## config.mk

```make
export PLATFORM = sky130hd
export DESIGN_NAME = ddl_source_flat
export DESIGN_NICKNAME = d
export VERILOG_FILES = /design/src/verilog/ddl_pkg.sv /design/src/verilog/ddl_link_if.sv /design/src/verilog/ddl_fifo.sv /design/src/verilog/ddl_source.sv /design/src/flat_wrapper.sv
export SDC_FILE = /design/constraint.sdc
export NUM_CORES = 1
export LEC_CHECK = 0
export BUFFER_PORTS_ARGS = -buffer_cell sky130_fd_sc_hd__clkbuf_2
export CAP_MARGIN = 20
export CORE_UTILIZATION = 65
export DETAILED_ROUTE_END_ITERATION = 6
export PLACE_DENSITY = 0.83
export SYNTH_ARGS = -nofsm -noshare
export SYNTH_HDL_FRONTEND = slang
export SYNTH_HIERARCHICAL = 1
export SYNTH_SLANG_ARGS = --single-unit
```

## constraint.sdc

```tcl
create_clock -name clk_sys -period 7.6 [get_ports clk_sys]
set_input_delay 0.76 -clock clk_sys [delete_from_list [all_inputs] [get_ports clk_sys]]
set_output_delay 0.76 -clock clk_sys [all_outputs]
set_load 0.02 [all_outputs]
```

## src/verilog/ddl_pkg.sv

```systemverilog
// Package with constants and types shared by both ends of the dual converter input link.
package ddl_pkg;
  localparam int unsigned DATA_W         = 14;
  localparam int unsigned FIFO_DEPTH     = 16;
  localparam int unsigned CLK_PERIOD_NS  = 10;
  localparam int unsigned MAX_RATE_MSPS  = 125;
  // Shortest sample period in ns, rounded up to whole ns.
  localparam int unsigned MIN_SAMPLE_NS  = (1000 + MAX_RATE_MSPS - 1) / MAX_RATE_MSPS;
  // Half period of the link strobe in system cycles, at least one cycle.
  localparam int unsigned HALF_CYC_MIN   = (MIN_SAMPLE_NS + 2 * CLK_PERIOD_NS - 1)
                                           / (2 * CLK_PERIOD_NS);
  localparam int unsigned HALF_CYC       = (HALF_CYC_MIN < 1) ? 1 : HALF_CYC_MIN;
  localparam logic [13:0] CODE_RESET     = 14'h0000;
  localparam logic [13:0] CODE_FULL      = 14'h3FFF;
  localparam logic [7:0]  DIV_RESET      = 8'h00;

  typedef logic [DATA_W-1:0] ddl_code_t;
  typedef enum logic [1:0] {
    DDL_IDLE,
    DDL_HIGH,
    DDL_LOW
  } ddl_phase_t;

  // Complementary output code: full scale when every input bit is zero.
  function automatic ddl_code_t ddl_complement(input ddl_code_t code);
    return CODE_FULL - code;
  endfunction
endpackage

```

## src/verilog/ddl_link_if.sv

```systemverilog
// Interface carrying the parallel ports and static controls between source and converter.
`timescale 1ns/1ns
interface ddl_link_if;
  import ddl_pkg::*;
  ddl_code_t chanAData;
  ddl_code_t chanBData;
  logic      chan_a_input_latch_strobe;
  logic      chan_b_input_latch_strobe;
  logic      chan_a_update_clock;
  logic      chan_b_update_clock;
  logic      sleep_request;
  logic      gain_resistor_mode_select;

  modport source (
    output chanAData, chanBData,
    output chan_a_input_latch_strobe, chan_b_input_latch_strobe,
    output chan_a_update_clock, chan_b_update_clock,
    output sleep_request, gain_resistor_mode_select
  );
  modport converter (
    input chanAData, chanBData,
    input chan_a_input_latch_strobe, chan_b_input_latch_strobe,
    input chan_a_update_clock, chan_b_update_clock,
    input sleep_request, gain_resistor_mode_select
  );
endinterface

```

## src/verilog/ddl_fifo.sv

```systemverilog
// Synchronous FIFO with valid and ready on both sides.
`timescale 1ns/1ns
module ddl_fifo #(
  parameter int unsigned WIDTH = 28,
  parameter int unsigned DEPTH = 16
) (
  input  wire logic             clk_sys,   // System clock.
  input  wire logic             rst,       // Asynchronous reset, high.
  input  wire logic [WIDTH-1:0] inData,    // Write word.
  input  wire logic             inValid,   // Write request.
  output logic                  inReady,   // Room available.
  output logic      [WIDTH-1:0] outData,   // Head word.
  output logic                  outValid,  // Head word present.
  input  wire logic             outReady   // Consumer takes head.
);
  localparam int unsigned AW = $clog2(DEPTH);
  logic [WIDTH-1:0] mem [DEPTH];
  logic [AW-1:0]    wrPtr_q;
  logic [AW-1:0]    rdPtr_q;
  logic [AW:0]      count_q;
  logic [AW:0]      countNext;
  logic             doWr;
  logic             doRd;

  // Flags are registered from the next count, so full and empty stay exact.
  assign outData   = mem[rdPtr_q];
  assign doWr      = inValid && inReady;
  assign doRd      = outValid && outReady;
  assign countNext = count_q + (AW+1)'(doWr) - (AW+1)'(doRd);

  // Storage array has no reset; only pointers, count and flags need a defined state.
  always_ff @(posedge clk_sys) begin
    if (doWr) begin
      mem[wrPtr_q] <= inData;
    end
  end

  // Pointers wrap at the depth, which is taken as a power of two.
  // Flags cost a compare on the next count but leave both ports glitch free.
  always_ff @(posedge clk_sys or posedge rst) begin
    if (rst) begin
      wrPtr_q  <= '0;
      rdPtr_q  <= '0;
      count_q  <= '0;
      inReady  <= 1'b1;
      outValid <= 1'b0;
    end else begin
      if (doWr) begin
        wrPtr_q <= wrPtr_q + 1'b1;
      end
      if (doRd) begin
        rdPtr_q <= rdPtr_q + 1'b1;
      end
      count_q  <= countNext;
      inReady  <= (countNext != (AW+1)'(DEPTH));
      outValid <= (countNext != '0);
    end
  end
endmodule

```

## src/verilog/ddl_source.sv

```systemverilog
// Sample source end: buffers sample pairs and drives both channel ports and controls.
`timescale 1ns/1ns
module ddl_source
  import ddl_pkg::*;
#(
  parameter int unsigned HALF = HALF_CYC
) (
  input  wire logic      clk_sys,      // System clock.
  input  wire logic      rst,          // Asynchronous reset, high.
  input  wire ddl_code_t sampleA,      // Channel A sample.
  input  wire ddl_code_t sampleB,      // Channel B sample.
  input  wire logic      sampleValid,  // Sample pair offered.
  output logic           sampleReady,  // Buffer has room.
  input  wire logic      sleepIn,      // Power-down wanted.
  input  wire logic      gainOneIn,    // Single resistor gain wanted.
  ddl_link_if.source     link          // Link to converter.
);
  logic [2*DATA_W-1:0] headData;
  logic                headValid;
  logic                take;
  ddl_phase_t          phase_q;
  logic [7:0]          div_q;
  logic                tick;
  ddl_code_t           aData_q;
  ddl_code_t           bData_q;
  logic                strobe_q;
  logic                sleep_q;
  logic                gain_q;

  ddl_fifo #(.WIDTH(2*DATA_W), .DEPTH(FIFO_DEPTH)) uFifo (
    .clk_sys  (clk_sys),
    .rst      (rst),
    .inData   ({sampleA, sampleB}),
    .inValid  (sampleValid),
    .inReady  (sampleReady),
    .outData  (headData),
    .outValid (headValid),
    .outReady (take)
  );

  // Divider gives one enable per half strobe period, keeping the rate legal.
  assign tick = (div_q == 8'(HALF - 1));
  always_ff @(posedge clk_sys or posedge rst) begin
    if (rst) begin
      div_q <= DIV_RESET;
    end else if (tick) begin
      div_q <= DIV_RESET;
    end else begin
      div_q <= div_q + 8'h01;
    end
  end

  // A word is taken only at the start of a strobe period.
  assign take = tick && (phase_q != DDL_HIGH) && headValid;

  // One shared strobe drives write strobe and update clock together.
  always_ff @(posedge clk_sys or posedge rst) begin
    if (rst) begin
      phase_q  <= DDL_IDLE;
      strobe_q <= 1'b0;
      aData_q  <= CODE_RESET;
      bData_q  <= CODE_RESET;
    end else if (tick) begin
      case (phase_q)
        DDL_IDLE, DDL_LOW: begin
          if (headValid) begin
            // Data set up one half period before the rising edge.
            aData_q  <= headData[2*DATA_W-1:DATA_W];
            bData_q  <= headData[DATA_W-1:0];
            phase_q  <= DDL_HIGH;
          end else begin
            phase_q  <= DDL_IDLE;
          end
          strobe_q <= 1'b0;
        end
        DDL_HIGH: begin
          // Equal high and low halves give a symmetric duty cycle.
          strobe_q <= 1'b1;
          phase_q  <= DDL_LOW;
        end
        default: begin
          phase_q  <= DDL_IDLE;
          strobe_q <= 1'b0;
        end
      endcase
    end
  end

  // Static controls are registered so every output comes from a flip-flop.
  always_ff @(posedge clk_sys or posedge rst) begin
    if (rst) begin
      sleep_q <= 1'b0;
      gain_q  <= 1'b0;
    end else begin
      sleep_q <= sleepIn;
      gain_q  <= gainOneIn;
    end
  end

  // Clock and strobe share one flop, so their lead is zero.
  assign link.chanAData                 = aData_q;
  assign link.chanBData                 = bData_q;
  assign link.chan_a_input_latch_strobe = strobe_q;
  assign link.chan_b_input_latch_strobe = strobe_q;
  assign link.chan_a_update_clock       = strobe_q;
  assign link.chan_b_update_clock       = strobe_q;
  assign link.sleep_request             = sleep_q;
  assign link.gain_resistor_mode_select = gain_q;
endmodule
```

## src/flat_wrapper.sv

```systemverilog
// flat-port wrapper written by rule: the top's interface ports become plain ports
module ddl_source_flat import ddl_pkg::*;
#(
  parameter int unsigned HALF = HALF_CYC
)
  (clk_sys, rst, sampleA, sampleB, sampleValid, sampleReady, sleepIn, gainOneIn, link_chanAData, link_chanBData, link_chan_a_input_latch_strobe, link_chan_b_input_latch_strobe, link_chan_a_update_clock, link_chan_b_update_clock, link_sleep_request, link_gain_resistor_mode_select);
  ddl_link_if link_i ();
  input  wire logic clk_sys;
  input  wire logic rst;
  input  wire ddl_code_t sampleA;
  input  wire ddl_code_t sampleB;
  input  wire logic sampleValid;
  output logic sampleReady;
  input  wire logic sleepIn;
  input  wire logic gainOneIn;
  output wire logic [$bits(link_i.chanAData)-1:0] link_chanAData;
  output wire logic [$bits(link_i.chanBData)-1:0] link_chanBData;
  output wire logic [$bits(link_i.chan_a_input_latch_strobe)-1:0] link_chan_a_input_latch_strobe;
  output wire logic [$bits(link_i.chan_b_input_latch_strobe)-1:0] link_chan_b_input_latch_strobe;
  output wire logic [$bits(link_i.chan_a_update_clock)-1:0] link_chan_a_update_clock;
  output wire logic [$bits(link_i.chan_b_update_clock)-1:0] link_chan_b_update_clock;
  output wire logic [$bits(link_i.sleep_request)-1:0] link_sleep_request;
  output wire logic [$bits(link_i.gain_resistor_mode_select)-1:0] link_gain_resistor_mode_select;
  assign link_chanAData = link_i.chanAData;
  assign link_chanBData = link_i.chanBData;
  assign link_chan_a_input_latch_strobe = link_i.chan_a_input_latch_strobe;
  assign link_chan_b_input_latch_strobe = link_i.chan_b_input_latch_strobe;
  assign link_chan_a_update_clock = link_i.chan_a_update_clock;
  assign link_chan_b_update_clock = link_i.chan_b_update_clock;
  assign link_sleep_request = link_i.sleep_request;
  assign link_gain_resistor_mode_select = link_i.gain_resistor_mode_select;
  ddl_source #(.HALF(HALF)) u_core (.clk_sys(clk_sys), .rst(rst), .sampleA(sampleA), .sampleB(sampleB), .sampleValid(sampleValid), .sampleReady(sampleReady), .sleepIn(sleepIn), .gainOneIn(gainOneIn), .link(link_i));
endmodule
```

==> impl_results.md <==
* Status: finished, final reports clean
* Most numerous cell in the Yosys netlist: edfxtp_1
* Delay-heaviest family, CP: simple AND/OR/NAND/NOR gates
* Fin nets at between 1000 and 1500
* Largest net degree at the start of global routing at 109
* Number of global-route vias before repair at 10100
* Clock transition at path regs at about 0.060 ns
* Synth cell count leaders: 448 x edfxtp_1, 114 x mux2i_1, 84 x a22oi_1
* Post-route ant nets at 0
* Synth cell types at 34
* Setup-failing EPs final at 0
* Die area at 30800 um^2
* Final core occ at 0.741
* GRT overflow at 0
* Drt pass-1 iters at 5
* Power Density at between 300 and 400 nW/um^2
* Worst EP arrival at 3.79 ns
* Yosys synthesis warning count at 6
* Mapped cell area at 19500 um^2
* First-pass GRT wire length at 59600 um
* CTS root buffer: clkbuf_16
* Max clock buf depth at 3
* # port buffers at 67
* Worst-margin pin slew at 1.18 ns
* DRC errors left at 0
* Hold Fails Final Rpt at 0
* H-Tree Depth at 2
* Top FF cell, synth: edfxtp_1
* FF+latch count, synth at 503
* Cells along the critical path: inv_1 -> ha_1 -> nor4b_2 -> and2_1 -> and3_1 -> nand2_1 -> inv_1 -> ha_1 -> inv_1 -> ha_1 -> inv_1 -> fa_1 -> nor2b_1 -> nand3b_1 -> mux2i_1 -> a21bo_2
* Setup TNS at 0 ns
* CP endpoint kind: flip-flop
* Post-Syn Instances at ~1000
* Top cell type by total area after synthesis: edfxtp_1
* Required @ worst endpoint at 8.05 ns
* Core area at 29600 um^2
* Final Critical Period at 3.34 ns
* Cts hold-fix bufs at 0
* Post-synth EDFFs at 448
* Initial antenna violation count at 1
* Period utilization at 0.439
* Routed length per placed instance at 26.2 um
* Cts bufs inserted at 48
* DR iter-0 viols at 1063
* Initial Util at 0.660
* GP Congestion at 0.729
* Fmax at 0.299 GHz
* CP startpoint kind: flip-flop
* Final WL at 39800 um
* Io pins at 68
* GR Util met1 at 0.347
* M2 GR Usage at 0.455
* Area delta synth->final at 12.4%
* CP max stage cell: fa_1
* WP buf/inv at 4
* # rows at 63
* Share of the synthesized area in the top cell type at 0.688
* Fraction of layout cells with a size suffix above 1 at 0.237
* Peak VDD IR at 313 uV
* Critical Path Max Stage Delay at 0.52 ns
* CP most frequent cell: inv_1
* # clock sinks at 503
* Max Cap Violations at 0
* DR vias/cell at between 6 and 7
* TritonCTS clock tree: built
* Sequential Area at 14800 um^2
* Routed vias at 9839
* Critical path class: flip-flop to flip-flop
* HP Class: input pin to asynchronous set/reset pin
* Seq/Total Area, Yosys at 0.759
* Area of the multi-input gates at 4410 um^2
* Die X at approximately 180 um
* Crit path max fanout at 6
* Post-CTS Resized at 0
* RSZ-0062 raised after global routing: false
* Total Routing Usage GR at 0.266
* Mean area per synthesized cell at 19.3 um^2
* Clk_lat worst skew at 0.56 ns
* Setup Fix Bufs, Post-CTS at 0
* Synth area leaders: edfxtp_1 69%, dfrtp_1 6.9%, mux4_2 6.5%
* Antenna cells at 0
* Final Max Tran Viols at 0
* DP HPWL at 19600 um
* Clock skew at 0.0224 ns
* Lkg Pwr at 0.00777 uW
* Post-Syn Nets at around 1100
* Asr flop ratio synth at 0.109
* Fillcell total at 1695
* Met3 usage at 0.0472
* Worst rel slew slack at 0.213
* GRT busiest layer: met2
* Chip height at 175 um
## kinds of logic (layout without fill, tap and decap cells)
kind of cell             Yosys count  after routing  share of synthesized area
buffers and inverters             74            193                     0.0221
XOR/XNOR                          15             15                    0.00672
flip-flops                       503            503                      0.759
AO/OA/AOI/OAI                     91             91                     0.0346
AND/OR/NAND/NOR                  116            116                     0.0279
adder cells (fa/ha/maj)           13             13                    0.00870
multiplexers                     199            199                      0.141
## registers in the layout, indices dropped and copies added, names as in the netlist, 2 cells and up
| register | flops |
|---|---|
| u_core/uFifo/wrPtr_q | 4 |
| u_core/uFifo/count_q | 5 |
| u_core/phase_q | 2 |
| u_core/uFifo/rdPtr_q | 4 |
| u_core/link.chanBData | 14 |
| u_core/div_q | 8 |
| u_core/link.chanAData | 14 |
| u_core/uFifo/mem | 448 |
## where the power goes
part	leakage (uW)	switching, uW	internal [uW]
clock network	0.000760	978	1400
logic	0.00230	1440	1060
registers	0.00471	227	3390
## cells in the final DEF (no fill, tap or decap), types with 5 or more instances in the layout
cell type and count:
mux2_4 9, xnor2_1 10, mux2i_1 114, nand2_1 39, clkbuf_16 50, bufinv_16 5
xor2_1 5, edfxtp_1 448, mux2_2 20, dfrtp_1 52, a22oi_1 84, nor2_4 12
buf_4 14, ha_1 12, inv_1 18, nand3_1 34, clkbuf_2 67, clkbuf_1 14
mux4_2 56
## layout make-up
cell class,instances,share of cell area
clock buffers,66,0.0606
clock inverters,21,0.0117
inverters,19,0.00325
multi-input cells,434,0.201
flip-flops and latches,503,0.675
well taps,390,0.0222
repair buffers,87,0.0265
## metal layers
layer,share of wire,wire (um),vias up
met1,0.38,15200,5089
met5,0.00030,12,-
met3,0.076,3040,92
met2,0.51,20300,476
met4,0.029,1170,2
li1,-,-,4180
## path summary, 6_finish.rpt
kind	slack, ns	depth (start not counted)	start	endpoint
hold / removal	0.23	2	rst	u_core/link.chanAData[13]
setup reg to reg	4.26	16	u_core/div_q[0]	u_core/uFifo/outValid
min in group clk_sys	0.31	1	gainOneIn	u_core/link.gain_resistor_mode_select
hold reg to reg	0.49	1	u_core/div_q[7]	u_core/div_q[7]
max in group asynchronous	6.80	3	rst	u_core/link.chanBData[9]
setup / recovery	4.26	16	u_core/div_q[0]	u_core/uFifo/outValid
## per-stage QoR
stage                     total power (uW)  std cells  hold slack, ns  setup WS [ns]  area [um^2]
after CTS                             8520       1515           0.265           4.27        21800
final                                 8490       1520           0.234           4.26        22000
after floorplan                       5460       1011           0.455           3.91        19500
after global routing                  8830       1520           0.262           4.02        22000
after global placement                6030       1428           0.473           4.41        20300
after detailed placement              6120       1428           0.482           4.32        20300
Power figures use the tool's default switching activity.
